==> src/hdl/iod_defs.vh <==
// Constants for the instruction operand field decoder.
// Assumes a 16-bit instruction word and a 32-bit classic Wishbone slave port.
`ifndef IOD_DEFS_VH
`define IOD_DEFS_VH

// Instruction cycle: oscillator periods per cycle
`define IOD_QPH_W        2
`define IOD_QPH_LAST     2'h3

// Register byte offsets
`define IOD_ADR_W        5
`define IOD_OFS_BANK     5'h00
`define IOD_OFS_TPTR     5'h04
`define IOD_OFS_TLAT     5'h08
`define IOD_OFS_FSR0     5'h0c
`define IOD_OFS_FSR3     5'h18
`define IOD_OFS_STAT     5'h1c

// Reset values
`define IOD_BANK_RST     4'h0
`define IOD_TPTR_RST     21'h000000
`define IOD_TLAT_RST     8'h00
`define IOD_FSR_RST      12'h000

// Access RAM split: low part in bank 0, high part in the top bank
`define IOD_ACC_SPLIT    8'h60
`define IOD_BANK_LOW     4'h0
`define IOD_BANK_TOP     4'hf

// Second word marker in the top nibble
`define IOD_WORD2_TAG    4'hf

// Opcode patterns
`define IOD_OP_MOVFF     4'hc
`define IOD_OP_BRA       4'hd
`define IOD_OP_LIT8      5'h01
`define IOD_OP_TBL       13'h0001
`define IOD_OP_RET       15'h0009
`define IOD_OP_CALL      7'h76
`define IOD_OP_GOTO      8'hef
`define IOD_OP_LFSR      10'h3b8
`define IOD_OP_MOVSX     8'heb
`define IOD_OP_ADDFSR    8'he8
`define IOD_OP_BCC       5'h1c

// Table pointer update modes
`define IOD_TM_NONE      2'h0
`define IOD_TM_POSTINC   2'h1
`define IOD_TM_POSTDEC   2'h2
`define IOD_TM_PREINC    2'h3

// Literal width codes
`define IOD_LW_NONE      2'h0
`define IOD_LW_8         2'h1
`define IOD_LW_12        2'h2
`define IOD_LW_20        2'h3

// Flag mask bit order {negative, overflow, zero, digit carry, carry}
`define IOD_FL_ALL       5'h1f
`define IOD_FL_ZN        5'h14
`define IOD_FL_CZN       5'h15
`define IOD_FL_Z         5'h04
`define IOD_FL_NONE      5'h00

`endif

==> src/hdl/iod_decoder.v <==
// Operand field decoder for 16-bit core instruction words, with its
// bank, table pointer, table latch and indirect pointer registers.
// Assumes fetch and datapath run on the same clock; registers over Wishbone.
// Functional notes
// (RL1) a=0 targets access RAM, bank ignored
// (RL2) a=1 uses bank number register
// (RL3) d=0 writes result to accumulator
// (RL4) d=1 writes result to file register
// (RL5) Three-bit index selects bit 0..7
// (RL6) File field: 8-bit address or pointer select
// (RL7) Move carries full 12-bit source, destination
// (RL8) Four table pointer update modes applied
// (RL9) Fast bit saves/restores shadows, else untouched
// (RL10) Table pointer 21 bits, latch 8 bits
// (RL11) Displacement signed relative, or absolute target
// (RL12) Literal extracted as 8, 12, 20 bits
// (RL13) Indexed 7-bit offsets added to pointer
// (RL14) Don't-care bits never affect decoding
// (RL15) Report which arithmetic flags are updated
// (RL16) Lone second word executes as no-op
// (RL17) Four periods per cycle, flush adds no-op
// (RL18) Fields latched at accept, held until next
`include "iod_defs.vh"
`timescale 1ns/1ps
`default_nettype none

module iod_decoder (
  input  wire        clock,
  input  wire        rst_n,
  // Fetch path
  input  wire [15:0] instr_word,
  input  wire        instr_valid,
  output wire        instr_ready,
  input  wire [20:0] pc_value,
  input  wire        flow_change,
  // Datapath return
  input  wire        tbl_data_valid,
  input  wire [7:0]  tbl_data,
  // Decoded fields
  output reg         dec_valid,
  output reg         dec_nop,
  output reg  [11:0] ram_addr,
  output reg         dest_to_file,
  output reg         dest_to_accum,
  output reg  [7:0]  bit_mask,
  output reg  [1:0]  ptr_sel,
  output reg  [11:0] move_src_addr,
  output reg  [11:0] move_dst_addr,
  output reg  [19:0] literal_value,
  output reg  [1:0]  literal_width,
  output reg  [20:0] branch_target,
  output reg         branch_valid,
  output reg  [11:0] indexed_src_addr,
  output reg  [11:0] indexed_dst_addr,
  output reg  [20:0] table_access_addr,
  output reg         table_access,
  output reg         table_write,
  output reg         shadow_save,
  output reg         shadow_restore,
  output reg  [4:0]  flag_update_mask,
  output wire [7:0]  program_table_latch,
  // Wishbone slave
  input  wire        wb_cyc_i,
  input  wire        wb_stb_i,
  input  wire        wb_we_i,
  input  wire [31:0] wb_adr_i,
  input  wire [3:0]  wb_sel_i,
  input  wire [31:0] wb_dat_i,
  output reg  [31:0] wb_dat_o,
  output reg         wb_ack_o
);

  localparam [2:0] ST_FIRST  = 3'b001;
  localparam [2:0] ST_SECOND = 3'b010;
  localparam [2:0] ST_FLUSH  = 3'b100;

  reg        rst_s1_q;
  reg        rst_s2_q;
  wire       rst_l_n;
  reg  [`IOD_QPH_W-1:0] qph_q;
  reg  [2:0]  state_q;
  reg  [15:0] word1_q;
  reg  [3:0]  bank_number_register_q;
  reg  [20:0] program_table_pointer_q;
  reg  [7:0]  program_table_latch_q;
  reg  [11:0] indirect_pointer_q [0:3];
  wire        cycle_en;
  wire        accept;
  wire        wb_req;
  wire        wb_map;
  wire        has_d;
  wire [31:0] wmask;
  wire [`IOD_ADR_W-1:0] wofs;
  wire        is_byte;
  wire        is_bit;
  wire        is_two;
  wire [7:0]  ffld;
  wire [11:0] bank_addr;
  wire [11:0] acc_addr;
  integer     i;

  // Reset release through two flops
  always @(posedge clock or negedge rst_n) begin
    if (!rst_n) begin
      rst_s1_q <= 1'b0;
      rst_s2_q <= 1'b0;
    end else begin
      rst_s1_q <= 1'b1;
      rst_s2_q <= rst_s1_q;
    end
  end
  assign rst_l_n = rst_s2_q;

  // Oscillator phase counter, one instruction cycle per wrap
  always @(posedge clock or negedge rst_l_n) begin
    if (!rst_l_n) qph_q <= {`IOD_QPH_W{1'b0}};
    else qph_q <= qph_q + 1'b1; // RL17
  end
  assign cycle_en    = (qph_q == `IOD_QPH_LAST); // RL17
  assign instr_ready = cycle_en;
  assign accept      = cycle_en & instr_valid;

  // Instruction classes from the word being accepted
  assign is_byte = ((instr_word[15:12] >= 4'h1) && (instr_word[15:12] <= 4'h6)) ||
                   (instr_word[15:10] == 6'h01) || (instr_word[15:9] == 7'h01);
  assign is_bit  = (instr_word[15:12] >= 4'h7) && (instr_word[15:12] <= 4'hb);
  // Byte ops that carry a destination bit (not the 0110 group or multiply)
  assign has_d   = is_byte && (instr_word[15:12] != 4'h6) && (instr_word[15:9] != 7'h01);
  assign is_two  = (instr_word[15:12] == `IOD_OP_MOVFF) ||
                   (instr_word[15:9] == `IOD_OP_CALL) ||
                   (instr_word[15:8] == `IOD_OP_GOTO) ||
                   (instr_word[15:6] == `IOD_OP_LFSR) ||
                   (instr_word[15:8] == `IOD_OP_MOVSX);
  assign ffld      = instr_word[7:0];
  assign bank_addr = {bank_number_register_q, ffld}; // RL2
  assign acc_addr  = (ffld < `IOD_ACC_SPLIT) ? {`IOD_BANK_LOW, ffld}
                                             : {`IOD_BANK_TOP, ffld}; // RL1

  // Flags written by each byte operation
  function [4:0] flag_mask;
    input [15:0] w;
    begin
      case (w[15:10])
        6'h09, 6'h08, 6'h15, 6'h16, 6'h17, 6'h01, 6'h0a: flag_mask = `IOD_FL_ALL;
        6'h05, 6'h07, 6'h04, 6'h14, 6'h06, 6'h11, 6'h10: flag_mask = `IOD_FL_ZN;
        6'h0d, 6'h0c:                                    flag_mask = `IOD_FL_CZN;
        6'h1a: flag_mask = (w[9]) ? `IOD_FL_Z : `IOD_FL_NONE; // clear or set
        6'h1b: flag_mask = (w[9]) ? `IOD_FL_NONE : `IOD_FL_ALL; // move or negate
        default:                                         flag_mask = `IOD_FL_NONE;
      endcase
    end
  endfunction

  // Sequencer and decoded field latch, held until the next accept except the one-cycle dec_valid, table_access and shadow strobes
  always @(posedge clock or negedge rst_l_n) begin
    if (!rst_l_n) begin
      state_q <= ST_FIRST;
      word1_q <= 16'h0000;
      dec_valid <= 1'b0;
      dec_nop <= 1'b1;
      ram_addr <= 12'h000;
      dest_to_file <= 1'b0;
      dest_to_accum <= 1'b0;
      bit_mask <= 8'h00;
      ptr_sel <= 2'h0;
      move_src_addr <= 12'h000;
      move_dst_addr <= 12'h000;
      literal_value <= 20'h00000;
      literal_width <= `IOD_LW_NONE;
      branch_target <= 21'h000000;
      branch_valid <= 1'b0;
      indexed_src_addr <= 12'h000;
      indexed_dst_addr <= 12'h000;
      table_access_addr <= `IOD_TPTR_RST;
      table_access <= 1'b0;
      table_write <= 1'b0;
      shadow_save <= 1'b0;
      shadow_restore <= 1'b0;
      flag_update_mask <= `IOD_FL_NONE;
    end else begin
      dec_valid <= accept;
      table_access <= 1'b0;
      shadow_save <= 1'b0;
      shadow_restore <= 1'b0;
      if (accept) begin // RL18
        dec_nop <= 1'b1;
        dest_to_file <= 1'b0;
        dest_to_accum <= 1'b0;
        branch_valid <= 1'b0;
        literal_width <= `IOD_LW_NONE;
        flag_update_mask <= `IOD_FL_NONE;
        table_write <= 1'b0;
        case (state_q)
          ST_FLUSH: begin
            state_q <= ST_FIRST; // RL17
          end
          ST_SECOND: begin
            state_q <= ST_FIRST;
            if (instr_word[15:12] == `IOD_WORD2_TAG) begin
              dec_nop <= 1'b0;
              if (word1_q[15:12] == `IOD_OP_MOVFF) begin
                move_src_addr <= word1_q[11:0]; // RL7
                move_dst_addr <= instr_word[11:0]; // RL7
              end else if (word1_q[15:6] == `IOD_OP_LFSR) begin
                ptr_sel <= word1_q[5:4];
                literal_value <= {8'h00, word1_q[3:0], instr_word[7:0]}; // RL12
                literal_width <= `IOD_LW_12;
              end else if (word1_q[15:8] == `IOD_OP_MOVSX) begin
                // With word1_q bit 7 set, second word bits above the offset are ignored
                indexed_src_addr <= indirect_pointer_q[2] + {5'h00, word1_q[6:0]}; // RL13
                indexed_dst_addr <= word1_q[7] ?
                  indirect_pointer_q[2] + {5'h00, instr_word[6:0]} : instr_word[11:0]; // RL14
              end else begin
                literal_value <= {instr_word[11:0], word1_q[7:0]}; // RL12
                literal_width <= `IOD_LW_20;
                branch_target <= {instr_word[11:0], word1_q[7:0], 1'b0}; // RL11
                branch_valid <= 1'b1;
                if (word1_q[15:9] == `IOD_OP_CALL) begin
                  shadow_save <= word1_q[8]; // RL9
                end
              end
            end
            if (flow_change) state_q <= ST_FLUSH;
          end
          default: begin
            state_q <= flow_change ? ST_FLUSH : ST_FIRST; // RL17
            word1_q <= instr_word;
            if (instr_word[15:12] == `IOD_WORD2_TAG) begin
              dec_nop <= 1'b1; // RL16
            end else if (is_two) begin
              state_q <= ST_SECOND;
            end else begin
              dec_nop <= 1'b0;
              if (is_byte || is_bit) begin
                ram_addr <= instr_word[8] ? bank_addr : acc_addr; // RL1 RL2
                ptr_sel <= ffld[1:0]; // RL6
              end
              if (has_d) begin
                dest_to_file  <= instr_word[9]; // RL4
                dest_to_accum <= ~instr_word[9]; // RL3
              end
              if (is_byte) begin
                flag_update_mask <= flag_mask(instr_word); // RL15
              end
              if (is_bit) begin
                bit_mask <= 8'h01 << instr_word[11:9]; // RL5
              end
              if (instr_word[15:11] == `IOD_OP_LIT8) begin
                literal_value <= {12'h000, ffld}; // RL12
                literal_width <= `IOD_LW_8;
              end
              if (instr_word[15:8] == `IOD_OP_ADDFSR) begin
                ptr_sel <= ffld[7:6]; // RL6
                literal_value <= {14'h0000, ffld[5:0]};
                literal_width <= `IOD_LW_8;
              end
              if (instr_word[15:12] == `IOD_OP_BRA) begin
                branch_target <= pc_value + 21'h000002 +
                  {{9{instr_word[10]}}, instr_word[10:0], 1'b0}; // RL11
                branch_valid <= 1'b1;
              end
              if (instr_word[15:11] == `IOD_OP_BCC) begin
                branch_target <= pc_value + 21'h000002 +
                  {{12{instr_word[7]}}, instr_word[7:0], 1'b0}; // RL11
                branch_valid <= 1'b1;
              end
              if (instr_word[15:3] == `IOD_OP_TBL) begin
                table_access <= 1'b1;
                table_write <= instr_word[2]; // RL8
                table_access_addr <= (instr_word[1:0] == `IOD_TM_PREINC) ?
                  program_table_pointer_q + 21'h000001 : program_table_pointer_q; // RL8
              end
              if (instr_word[15:1] == `IOD_OP_RET) begin
                shadow_restore <= instr_word[0]; // RL9
              end
            end
          end
        endcase
      end
    end
  end

  // Table group covers read and write; low two bits pick the pointer mode
  wire tbl_op   = accept & (state_q == ST_FIRST) & (instr_word[15:3] == `IOD_OP_TBL);
  wire [1:0] tbl_mode = instr_word[1:0];

  // Byte-lane mask and aligned register offset for Wishbone
  assign wb_req = wb_cyc_i & wb_stb_i & ~wb_ack_o;
  assign wmask  = {{8{wb_sel_i[3]}}, {8{wb_sel_i[2]}}, {8{wb_sel_i[1]}}, {8{wb_sel_i[0]}}};
  assign wofs   = {wb_adr_i[`IOD_ADR_W-1:2], 2'b00};
  // Upper address bits must be zero, else the access is unmapped
  assign wb_map = (wb_adr_i[31:`IOD_ADR_W] == {(32-`IOD_ADR_W){1'b0}});

  // Registers: hardware updates win over a software write in the same cycle
  always @(posedge clock or negedge rst_l_n) begin
    if (!rst_l_n) begin
      bank_number_register_q  <= `IOD_BANK_RST;
      program_table_pointer_q <= `IOD_TPTR_RST;
      program_table_latch_q   <= `IOD_TLAT_RST;
      for (i = 0; i < 4; i = i + 1) indirect_pointer_q[i] <= `IOD_FSR_RST;
    end else begin
      if (wb_req && wb_we_i && wb_map) begin
        case (wofs)
          `IOD_OFS_BANK: bank_number_register_q <=
            (bank_number_register_q & ~wmask[3:0]) | (wb_dat_i[3:0] & wmask[3:0]);
          `IOD_OFS_TPTR: program_table_pointer_q <=
            (program_table_pointer_q & ~wmask[20:0]) | (wb_dat_i[20:0] & wmask[20:0]);
          `IOD_OFS_TLAT: program_table_latch_q <=
            (program_table_latch_q & ~wmask[7:0]) | (wb_dat_i[7:0] & wmask[7:0]);
          default: begin
            if (wofs >= `IOD_OFS_FSR0 && wofs <= `IOD_OFS_FSR3)
              indirect_pointer_q[wofs[3:2] - 2'h3] <=
                (indirect_pointer_q[wofs[3:2] - 2'h3] & ~wmask[11:0]) |
                (wb_dat_i[11:0] & wmask[11:0]);
          end
        endcase
      end
      if (tbl_op) begin
        case (tbl_mode)
          `IOD_TM_POSTINC: program_table_pointer_q <= program_table_pointer_q + 21'h000001;
          `IOD_TM_POSTDEC: program_table_pointer_q <= program_table_pointer_q - 21'h000001;
          `IOD_TM_PREINC:  program_table_pointer_q <= program_table_pointer_q + 21'h000001;
          default:         program_table_pointer_q <= program_table_pointer_q; // RL8
        endcase
      end
      if (tbl_data_valid) program_table_latch_q <= tbl_data; // RL10
    end
  end
  assign program_table_latch = program_table_latch_q;

  // Wishbone answer one cycle after the request, read data with it
  always @(posedge clock or negedge rst_l_n) begin
    if (!rst_l_n) begin
      wb_ack_o <= 1'b0;
      wb_dat_o <= 32'h00000000;
    end else begin
      wb_ack_o <= wb_req;
      wb_dat_o <= 32'h00000000;
      if (wb_req && !wb_we_i && wb_map) begin
        case (wofs)
          `IOD_OFS_BANK: wb_dat_o <= {28'h0000000, bank_number_register_q};
          `IOD_OFS_TPTR: wb_dat_o <= {11'h000, program_table_pointer_q};
          `IOD_OFS_TLAT: wb_dat_o <= {24'h000000, program_table_latch_q};
          `IOD_OFS_STAT: wb_dat_o <= {24'h000000, flag_update_mask, state_q};
          default: begin
            if (wofs >= `IOD_OFS_FSR0 && wofs <= `IOD_OFS_FSR3)
              wb_dat_o <= {20'h00000, indirect_pointer_q[wofs[3:2] - 2'h3]};
          end
        endcase
      end
    end
  end

endmodule // iod_decoder

`default_nettype wire

==> config.mk <==
export PLATFORM = sky130hd
export DESIGN_NAME = iod_decoder
export DESIGN_NICKNAME = d
export VERILOG_FILES = /design/src/hdl/iod_decoder.v
export VERILOG_INCLUDE_DIRS = /design/src /design/src/hdl
export SDC_FILE = /design/constraint.sdc
export NUM_CORES = 1
export LEC_CHECK = 0
export BUFFER_PORTS_ARGS = -buffer_cell sky130_fd_sc_hd__clkbuf_2
export CORE_MARGIN = 2
export CORE_UTILIZATION = 40
export CTS_BUF_LIST = sky130_fd_sc_hd__clkbuf_4 sky130_fd_sc_hd__clkbuf_8
export DETAILED_ROUTE_END_ITERATION = 16
export MAX_ROUTING_LAYER = met4
export PLACE_DENSITY = 0.63
export SYNTH_ARGS = -nofsm -noshare
export SYNTH_HDL_FRONTEND = slang
export SYNTH_SLANG_ARGS = --single-unit
==> constraint.sdc <==
create_clock -name clock -period 8.36 [get_ports clock]
set_input_delay 2.09 -clock clock [delete_from_list [all_inputs] [get_ports clock]]
set_output_delay 2.09 -clock clock [all_outputs]
set_load 0.1 [all_outputs]
== Word level (Yosys, flattened, before mapping) ==
Cells that the tools add are included.

* Register bits after elaboration: 285
* Bits of input ports: 121
* Output and inout port bits: 190
* Logic and storage cells: 295

* Add/subtract/negate cells: 9
* $lt $le $gt $ge: 9
* Equal/unequal tests: 56
* Shift-type cells: 1
* Multiplexer cells: 108
* Bitwise gates (word level): 31
* Reductions and logical operators: 46

{| class="wikitable"
|+ Operators with widths
! operator !! number
|-
| $mux 21 || 13
|-
| $mux 20 || 8
|-
| $mux 12 || 7
|-
| $pmux 21 s2 || 2
|-
| $pmux 21 s4 || 1
|-
| $bwmux 48 || 1
|-
| $eq 6x5->1 const B || 8
|-
| $add 21x21->21 || 2
|-
| $and 21x21->21 || 2
|-
| $mux 1 || 41
|-
| $pmux 20 s2 || 1
|-
| $eq 8x8->1 const B || 4
|-
| $eq 6x4->1 const B || 5
|-
| $mux 2 || 14
|-
| $logic_not 27->1 || 1
|-
| $mux 5 || 5
|-
| $pmux 5 s5 || 1
|-
| $add 12x7->12 || 2
|-
| $and 12x12->12 || 2
|-
| $bmux 12 s2 || 1
|-
| $demux 12 s2 || 1
|-
| $eq 6x3->1 const B || 4
|-
| $mux 8 || 3
|-
| $add 21x1->21 const B || 1
|-
| 67 further kinds || 130
|}

== Longest topological paths before layout ==
Gate-level depths: netlist of the first run.

* Depth in word-level cells: 10
* Mapped depth: 16
* Gate-level depth less buffers: 15

== Least setup slack after synthesis of the first run ==
No wires, ideal clock.

* Path type: input -> register
* From: input pc_value[1]
* To: register branch_target[20]
* Setup time: 69 ps
* Arrival: 5164 ps
* Required time: 8291 ps
* Slack: 3127 ps
* Cell stages on the path: 15
* Path buffers: 1
* Cells stage by stage: ha_1 nand3_1 or2_2 clkbuf_1 xnor2_1 ha_1 and3_1 a221oi_1 o21ai_0 nor3_1 a221oi_2 a221oi_2 a21oi_2 o41a_1 nand3_1

* Cells in the longest elaborated chain, start to end: 7
* Elaborated cells between the ends (all ways): 8
* Classes of those cells: 3 x add/sub; 5 x mux

{| class="wikitable"
|+ RTL lines
! what !! line !! source
|-
| from (decl) || iod_decoder.v:34 || <nowiki>input wire [20:0] pc_value,</nowiki>
|-
| $add 21x2->21 * || iod_decoder.v:258, iod_decoder.v:263 ||
|-
| $add 21x21->21 || iod_decoder.v:258 || <nowiki>branch_target <= pc_value + 21'h000002 +</nowiki>
|-
| $mux 21 || iod_decoder.v:257 || <nowiki>if (instr_word[15:12] == `IOD_OP_BRA) begin</nowiki>
|-
| $mux 21 * || iod_decoder.v:262 || <nowiki>if (instr_word[15:11] == `IOD_OP_BCC) begin</nowiki>
|-
| $mux 21 * || iod_decoder.v:230 || <nowiki>end else if (is_two) begin</nowiki>
|-
| $mux 21 * || iod_decoder.v:228 || <nowiki>if (instr_word[15:12] == `IOD_WORD2_TAG) begin</nowiki>
|-
| $pmux 21 s2 * || iod_decoder.v:193 || <nowiki>case (state_q)</nowiki>
|-
| to (signal assigned) || iod_decoder.v:216 || <nowiki>branch_target <= {instr_word[11:0], word1_q[7:0], 1'b0};</nowiki>
|-
| to (signal assigned) || iod_decoder.v:258 ||
|-
| to (signal assigned) || iod_decoder.v:263 || <nowiki>branch_target <= pc_value + 21'h000002 +</nowiki>
|-
| to (decl) || iod_decoder.v:51 || <nowiki>output reg [20:0] branch_target,</nowiki>
|}

Mark *: on every way between the ends. The rest lies on a longest branch, timed or not. The select of a mux whose other input is x is not followed.
A chain may end at the register's enable or synchronous reset.

== Worst setup path after layout of the first run ==
Ends and elaborated chain as after synthesis.

==> flow_metrics.env, run 1 <==
export IMPL_run_status="completed"
export IMPL_path_clk_slew_ns=0.06
export IMPL_drtIter0Drc=878
export IMPL_synthFlopType="dfrtp_1"
export IMPL_m1WireLength_mm=21.1
export IMPL_netlist_area_mm2=0.0151
export IMPL_max_freq_ghz=0.194
export IMPL_layout_cells_most_common_list="285 x clkbuf_2, 270 x dfrtp_1, 255 x nand2_1"
export IMPL_netSwitchingFraction_pct=37.8
export IMPL_rsz0062_at_grt="false"
export IMPL_path_class="in2reg"
export IMPL_die_area_mm2=0.0394
export IMPL_final_cells=2423
export IMPL_postSynthAreaPerCell_um2=9.23
export IMPL_met3WireLength_mm=2.41
export IMPL_finalClockSkew_ns=0.0167
export IMPL_numCtsBuffers=47
export IMPL_synthArstFlopShare_pct=100
export IMPL_start_kind="primary input"
export IMPL_routed_wl_mm=45.5
export IMPL_p_per_area_mw_per_mm2=214
export IMPL_dpl_cell_count=2335
export IMPL_ys_seq_area_share_pct=45.2
export IMPL_p_sw_mw=1.44
export IMPL_io_buffers=285
export IMPL_max_cap_violations=0
export IMPL_ctsHoldBuffers=0
export IMPL_grt_max_degree=142
export IMPL_clkPwrFrac_pct=34.7
export IMPL_p_int_mw=2.37
export IMPL_dr_pass1_iters=6
export IMPL_cts_tree="done"
export IMPL_leakagePower_nw=8.47
export IMPL_post_cts_buffers=0
export IMPL_antenna_found_initial=0
export IMPL_via_count=12900
export IMPL_final_common_cell="clkbuf_2"
export IMPL_ys_seq_elements=273
export IMPL_cts_resized=0
export IMPL_tns_ns=0
export IMPL_final_max_slew_viol_count=0
export IMPL_hold_viol=0
export IMPL_yosys_warnings=0
export IMPL_synth_edf_count=0
export IMPL_worst_slew_pin_slew_ns=1.14
export IMPL_nets=2035
export IMPL_drc=0
export IMPL_period_minus_slack_ns=5.15
export IMPL_endpoint_kind="flop"
export IMPL_dp_hpwl_mm=32.9
export IMPL_crit_fanout=6
export IMPL_drive_above_1_share_pct=25.0
export IMPL_avgViaCountPerCell=5.34
export IMPL_cts_buffer_depth=3
export IMPL_die_y_um=198
export IMPL_fill_cells=3682
export IMPL_ir_drop_mv=0.142
export IMPL_wl_per_cell_um=18.8
export IMPL_cp_required_ns=8.87
export IMPL_gr_total_overflow=0
export IMPL_place_congestion=0.859
export IMPL_placementRows=71
export IMPL_synth_distinct_cells=82
export IMPL_relSlewSlack_pct=23.7
export IMPL_grt_pass1_vias=12200
export IMPL_setup_violations=0
export IMPL_core_region_area_mm2=0.0375
export IMPL_post_route_period_util_pct=61.6
export IMPL_top_layer="met4"
export IMPL_seqPwrFrac_pct=39.4
export IMPL_io_pins=311
export IMPL_cts_root_buffer="clkbuf_8"
export IMPL_clock_latency_ns=0.58
export IMPL_arrival_ns=5.66
export IMPL_area_growth_pct=18.1
export IMPL_comb_power_share_pct=25.9
export IMPL_route_met2_wl_mm=21.0
export IMPL_clock_sinks=273
export IMPL_worstRegToRegCells=10
export IMPL_synthCells=1639
export IMPL_groute_usage_overall_pct=23.7
export IMPL_die_w_um=198
export IMPL_min_path_type="reg2reg"
export IMPL_initial_core_util_pct=40.3
export IMPL_grt_pass1_wl_mm=70.3
export IMPL_ant_nets=0
export IMPL_htree_levels=2
export IMPL_holdPathStages=0
-- worst paths after layout --
| kind | from | end | slack [ns] |
|---|---|---|---|
| worst max register to register | state_q[2] | branch_target[20] | 4.64 |
| worst min-delay path | rst_s1_q | rst_l_n | 0.35 |
| max in group asynchronous | rst_l_n | bit_mask[3] | 6.50 |
| worst min register to register | rst_s1_q | rst_l_n | 0.35 |
| min in group asynchronous | rst_l_n | indirect_pointer_q[35] | 0.43 |
| worst max-delay path | pc_value[1] | branch_target[20] | 3.21 |
-- power by group through the flow --
stage          logic, mW  registers (mW)  clock network (mW)
6_report           0.988            1.50                1.32
5_1_grt             1.04            1.51                1.42
4_1_cts            0.992            1.51                1.36
3_5_place_dp       0.990            1.53                   0
3_3_place_gp       0.982            1.52                   0
2_1_floorplan      0.292            2.00                   0
-- worst max-delay path: stages --
cell	delay, ns
clkbuf_2	0.14
ha_1	0.25
nand3_1	0.11
or2_2	0.34
xnor2_1	0.15
ha_1	0.35
and3_1	0.25
a221oi_1	0.32
o21ai_0	0.18
nor3_1	0.38
a221oi_2	0.13
a221oi_2	0.36
a21oi_2	0.06
o41a_1	0.45
nand3_1	0.09
-- synthesized netlist by cell type (6+ instances only) --
master      n  area [um2]
a211oi_1   12        90.1
a21o_1     12        90.1
a21oi_1    85         425
a221oi_1    6        52.6
a22o_1      7        61.3
a22oi_1     9        67.6
a31oi_1    15        93.8
and2_1     18         113
and3_1     16         100
buf_2      10        50.1
buf_4      15         113
clkbuf_1   93         349
dfrtp_1   271        6780
ha_1       38         475
inv_1      39         146
mux2_2     57         642
mux2i_1    39         390
mux4_2     12         270
nand2_1   255         957
nand2b_1   17         106
nand3_1    35         175
nand4_1    14        87.6
nor2_1    107         402
nor2b_1     8        50.1
nor3_1     32         160
nor4_1     12        75.1
o21ai_0   195         976
o22a_1      7        61.3
o31ai_1    16         120
or3_1       8        50.1
or4_1       6        45.0
xnor2_1    52         455
xor2_1     25         219
-- routing by layer --
layer / global-route usage, % / vias up
met4: 6.50 / 0
met5: - / -
met2: 36.3 / 373
met3: 3.78 / 75
li1: - / 6238
met1: 32.7 / 6248
-- logic make-up after synthesis --
family | count (synthesis) | synth area share, %
simple gates | 554 | 17.0
compound gates | 420 | 16.6
flops | 273 | 45.2
buf+inv | 163 | 4.50
mux | 108 | 8.61
xor+xnor | 77 | 4.46
fa+ha+maj | 42 | 3.61
other cells | 2 | 0.0497
-- through the flow --
step                      setup slack (ns)  utilization (%)  hold WS (ns)  cell area [um2]  power (mW)
after floorplan                      0.192                -         0.331            15200        2.29
after global placement                2.67             44.8         0.337            16800        2.51
final                                 3.21             47.6         0.347            17900        3.82
after CTS                             3.25             47.6         0.353            17900        3.85
after detailed placement              2.64             44.8         0.339            16800        2.52
after global routing                  3.04             47.6         0.370            17900        3.97
-- cell type report --
cell class                      instances  area (um2)  area share (%)
Clock buffer                           74         918            5.14
Sequential cell                       273        6840            38.3
Clock inverter                         13         126           0.708
Timing Repair Buffer                  296        1520            8.52
Inverter                               42         158           0.883
Multi-Input combinational cell       1213        7650            42.9
Tap cell                              511         639            3.58
Antenna cell                            1        2.50          0.0140
No activity file was read; power rests on OpenSTA's default activity.
==> inputs of run 2 (changes only) <==
- PLACE_DENSITY: 0.63 -> 0.6
- clock period: 8.36 -> 4.75 ns (I/O delays scaled with it)
==> run 2 against run 1 <==
Compared with the run above: critical path depth is the same; flip-flop and latch count is the same; hold slack gained 0.00064 ns; via count grew 2.2%; die area is the same; sequential power grew 77%; count of clock-buffer cells in the layout grew 3; sequential share of layout area shrank 0.69 points; first-iteration DRC count grew 5.4%; final area grew 1.8%; clock skew grew 0.0032 ns.
==> flow_metrics.env, run 2 (synthesized netlist as in run 1, its figures left out) <==
export IMPL_max_freq_ghz=0.258
export IMPL_numCtsBuffers=48
export IMPL_antenna_found_initial=0
export IMPL_fill_cells=3679
export IMPL_final_max_slew_viol_count=0
export IMPL_avgViaCountPerCell=5.36
export IMPL_grt_pass1_vias=12400
export IMPL_clock_latency_ns=0.58
export IMPL_worstHoldStart="rst_s1_q"
export IMPL_antenna_cells=0
export IMPL_post_cts_buffers=0
export IMPL_finalClockSkew_ns=0.0198
export IMPL_path_cells="clkbuf_2 > ha_1 > buf_4 > xor2_1 > ha_1 > o211a_1 > a211oi_1 > nor3_1 > nor3_1 > buf_4 > a221oi_2 > a221oi_2 > a21oi_2 > o41a_1 > nand3_1"
export IMPL_post_route_period_util_pct=81.7
export IMPL_final_cells=2464
export IMPL_timing_hold_ws_ns=0.348
export IMPL_setup_violations=0
export IMPL_cts_tree="done"
export IMPL_met1_usage_pct=34.5
export IMPL_initial_core_util_pct=40.3
export IMPL_io_buffers=285
export IMPL_drc=0
export IMPL_period_minus_slack_ns=3.88
export IMPL_gr_usage_met2_pct=35.8
export IMPL_path_clk_slew_ns=0.06
export IMPL_min_path_type="reg2reg"
export IMPL_cts_root_buffer="clkbuf_8"
export IMPL_grt_max_degree=123
export IMPL_relSlewSlack_pct=40.7
export IMPL_die_y_um=198
export IMPL_cts_buffer_depth=3
export IMPL_area_growth_pct=20.2
export IMPL_met3_usage_pct=3.24
export IMPL_gr_total_overflow=0
export IMPL_cp_required_ns=5.25
export IMPL_run_status="completed"
export IMPL_worst_slew_pin_slew_ns=0.890
export IMPL_slowest_delay_ns=0.45
export IMPL_top_usage_layer="met2"
export IMPL_r2r_start="state_q[2]"
export IMPL_dpl_cell_count=2378
export IMPL_place_congestion=0.880
export IMPL_core_region_area_mm2=0.0375
export IMPL_groute_usage_overall_pct=24.2
export IMPL_tns_ns=0
export IMPL_drive_above_1_share_pct=26.6
export IMPL_endpoint_kind="flop"
export IMPL_die_w_um=198
export IMPL_via_count=13200
export IMPL_hold_viol=0
export IMPL_drtIter0Drc=925
export IMPL_die_area_mm2=0.0394
export IMPL_ir_drop_mv=0.286
export IMPL_clock_sinks=273
export IMPL_crit_fanout=6
export IMPL_p_per_area_mw_per_mm2=371
export IMPL_cp_slowest_cell="o41a_1"
export IMPL_path_class="in2reg"
export IMPL_dr_pass1_iters=9
export IMPL_final_common_cell="clkbuf_2"
export IMPL_layout_cells_most_common_list="285 x clkbuf_2, 270 x dfrtp_1, 255 x nand2_1"
export IMPL_wl_per_cell_um=19.0
export IMPL_rsz0062_at_grt="false"
export IMPL_max_cap_violations=0
export IMPL_dp_hpwl_mm=34.6
export IMPL_grt_pass1_wl_mm=71.6
export IMPL_arrival_ns=4.38
export IMPL_ant_nets=0
export IMPL_ctsHoldBuffers=0
export IMPL_htree_levels=2
export IMPL_rrSetupSlack_ns=1.55
export IMPL_cts_resized=0
export IMPL_start_kind="primary input"
export IMPL_io_pins=311
export IMPL_startpoint="pc_value[1]"
export IMPL_routed_wl_mm=46.7
export IMPL_placementRows=71
export IMPL_nets=2079
export IMPL_leakagePower_nw=8.67
## run 2: cell count changes in the layout (fill, tap and decap cells not counted)
cell	previous run	this run
diode_2	1	0
bufinv_16	2	1
buf_4	10	52
clkinv_4	1	0
clkbuf_8	58	61
clkinv_2	7	5
buf_12	1	2
## run 2: path summary, 6_finish.rpt
kind	end	cells past startpoint
max	branch_target[20]	15
min	rst_l_n	0
max reg2reg	branch_target[20]	8
min reg2reg	rst_l_n	0
max in group asynchronous	literal_value[0]	1
min in group asynchronous	rst_l_n	1
## run 2: final cells by class
| cell class | count | area [um2] | share of cell area (%) |
|---|---|---|---|
| Tap cell | 511 | 639 | 3.52 |
| Timing Repair Buffer | 339 | 1860 | 10.2 |
| Clock inverter | 9 | 77.6 | 0.427 |
| Sequential cell | 273 | 6840 | 37.6 |
| Multi-Input combinational cell | 1213 | 7650 | 42.1 |
| Clock buffer | 77 | 960 | 5.28 |
| Inverter | 42 | 158 | 0.867 |
## run 2: routing by layer
metal	up-vias	part of all wire (%)
met4	0	2.7
met3	81	5.1
met5	-	0
met2	403	45
li1	6318	-
met1	6415	47
## run 2: worst max-delay path, delay by kind of cell
kind / cells / cell delay [ns]
adder cells (fa/ha/maj): 2 / 0.55
buffers and inverters: 3 / 0.42
AND/OR/NAND/NOR: 3 / 0.46
XOR/XNOR: 1 / 0.23
AO/OA/AOI/OAI: 6 / 1.52
## run 2: where the power goes
group	internal (mW)	leakage (nW)	total, mW	switching (mW)
Clock	1.33	0.546	2.32	0.986
Combinational	0.372	4.45	1.77	1.40
Sequential	2.49	3.67	2.65	0.166
Total	4.19	8.67	6.74	2.55
## run 2: stage by stage
step	setup slack, ns	util, %	cell area (um2)	power [mW]
floorplan	0.277	-	15200	4.03
global placement	0.370	45.7	17100	4.45
detailed placement	0.311	45.7	17100	4.47
CTS	0.921	48.5	18200	6.80
global route	0.630	48.5	18200	7.01
finish	0.868	48.5	18200	6.74
==> inputs of run 3 (changes only) <==
- clock period: 4.75 -> 4.04 ns (I/O delays scaled with it)
==> run 3 against run 2 <==
Compared with the run above: setup slack worse by 0.52 ns; non-clock buffer count up 29; register-to-register slack got worse by 0.67 ns; hold slack worse by 0.15 ns; final area is 1.5% higher; first-iteration DRC count is 21% lower.
==> flow_metrics.env, run 3 (synthesized netlist as in run 1, its figures left out) <==
export IMPL_path_clk_slew_ns=0.06
export IMPL_avgViaCountPerCell=5.32
export IMPL_clkPwrFrac_pct=34.8
export IMPL_cts_buffer_depth=3
export IMPL_cp_required_ns=4.54
export IMPL_max_freq_ghz=0.271
export IMPL_start_kind="primary input"
export IMPL_cts_root_buffer="clkbuf_8"
export IMPL_drc=0
export IMPL_finalClockSkew_ns=0.0270
export IMPL_nets=2109
export IMPL_period_minus_slack_ns=3.70
export IMPL_max_cap_violations=0
export IMPL_layout_cells_most_common_list="285 x clkbuf_2, 270 x dfrtp_1, 255 x nand2_1"
export IMPL_m1WireLength_mm=21.9
export IMPL_seqPwrFrac_pct=39.0
export IMPL_final_common_cell="clkbuf_2"
export IMPL_numCtsBuffers=49
export IMPL_crit_fanout=4
export IMPL_placementRows=71
export IMPL_dpl_cell_count=2407
export IMPL_ant_nets=0
export IMPL_post_cts_buffers=0
export IMPL_antenna_found_initial=0
export IMPL_path_class="in2reg"
export IMPL_setup_violations=0
export IMPL_cts_tree="done"
export IMPL_drtIter0Drc=734
export IMPL_ctsHoldBuffers=0
export IMPL_run_status="completed"
export IMPL_io_pins=311
export IMPL_pre_cts_ws_ns=-0.203
export IMPL_r2r_start="state_q[2]"
export IMPL_post_route_period_util_pct=91.5
export IMPL_grt_pass1_wl_mm=72.4
export IMPL_drive_above_1_share_pct=27.9
export IMPL_hold_viol=0
export IMPL_worstRegToRegCells=8
export IMPL_antenna_cells=0
export IMPL_rrSetupSlack_ns=0.88
export IMPL_worst_slew_pin_slew_ns=0.793
export IMPL_final_cells=2495
export IMPL_leakagePower_nw=8.83
export IMPL_gr_total_overflow=0
export IMPL_crit_end="branch_target[19]"
export IMPL_grt_max_degree=101
export IMPL_power_mw=8.02
export IMPL_ir_drop_mv=0.400
export IMPL_endpoint_kind="flop"
export IMPL_cts_resized=0
export IMPL_initial_core_util_pct=40.3
export IMPL_die_y_um=198
export IMPL_r2r_end="branch_target[20]"
export IMPL_arrival_ns=4.20
export IMPL_clock_sinks=273
export IMPL_final_core_util_pct=49.2
export IMPL_groute_usage_overall_pct=24.2
export IMPL_route_met2_wl_mm=21.4
export IMPL_io_buffers=285
export IMPL_dp_hpwl_mm=35.0
export IMPL_clock_latency_ns=0.60
export IMPL_dr_pass1_iters=5
export IMPL_area_growth_pct=22.0
export IMPL_p_per_area_mw_per_mm2=435
export IMPL_netSwitchingFraction_pct=38.1
export IMPL_final_area_mm2=0.0185
export IMPL_wl_per_cell_um=18.7
export IMPL_placed_area_mm2=0.0174
export IMPL_met3WireLength_mm=2.53
export IMPL_min_path_type="in2async"
export IMPL_core_region_area_mm2=0.0375
export IMPL_routed_wl_mm=46.7
export IMPL_layout_setup_ws_ns=0.344
export IMPL_p_sw_mw=3.05
export IMPL_final_max_slew_viol_count=0
export IMPL_comb_power_share_pct=26.2
export IMPL_place_congestion=0.869
export IMPL_top_layer="met4"
export IMPL_via_count=13300
export IMPL_die_area_mm2=0.0394
export IMPL_htree_levels=2
export IMPL_grt_pass1_vias=12700
export IMPL_p_int_mw=4.97
export IMPL_relSlewSlack_pct=47.0
export IMPL_startpoint="pc_value[1]"
export IMPL_die_w_um=198
export IMPL_rsz0062_at_grt="false"
==> run 3: cell count changes in the layout (fill, tap and decap cells not counted), sizes merged <==
cell	before	now
clkinvlp	3	4
buf	54	83
clkinv	6	7
bufinv	1	0
clkbuf	362	363
==> run 3: worst max-delay path, stage by stage <==
cell       delay (ns)
clkbuf_2         0.09
ha_2             0.17
nand3_1          0.09
or2_2            0.30
xnor2_1          0.24
ha_1             0.31
and3_4           0.17
buf_4            0.14
a31oi_1          0.17
o21ai_0          0.18
a2111o_1         0.45
o2111ai_1        0.18
a21oi_1          0.13
a21oi_1          0.19
xnor2_1          0.15
mux2i_1          0.09
o21ai_0          0.14
==> run 3: area by class of cell <==
class	count	area [um2]
clock buffers	78	1010
well taps	511	639
multi-input cells	1213	7670
fillers	3696	19000
clock inverters	10	63.8
repair buffers	368	2070
inverters	42	158
flip-flops and latches	273	6840
==> run 3: through the flow <==
step                setup TNS, ns  hold WS (ns)
CTS                             0         0.164
global route                    0         0.177
floorplan                       0         0.331
finish                          0         0.202
detailed placement         -0.760         0.338
global placement           -0.510         0.337
==> run 3: routing by layer <==
metal  vias to the layer above  track usage [%]
met5                         -                -
met4                         0             5.72
met3                        70             3.42
met2                       359             37.3
met1                      6481             34.0
li1                       6374                -
==> run 3: worst min-delay path by stage <==
stage | from | end | slack (ns) | depth (start not counted)
global placement | rst_s1_q | rst_l_n | 0.34 | 0
global route | rst_n | rst_l_n | 0.18 | 1
CTS | rst_n | rst_l_n | 0.16 | 1
finish | rst_n | rst_l_n | 0.20 | 1
floorplan | rst_s1_q | rst_l_n | 0.33 | 0
detailed placement | rst_s1_q | rst_l_n | 0.34 | 0
==> run 3: power groups by stage <==
stage | sequential [mW] | clock (mW) | combinational (mW)
global route | 3.15 | 2.97 | 2.22
finish | 3.12 | 2.79 | 2.10
floorplan | 4.14 | 0 | 0.606
detailed placement | 3.18 | 0 | 2.11
global placement | 3.17 | 0 | 2.09
CTS | 3.13 | 2.85 | 2.11
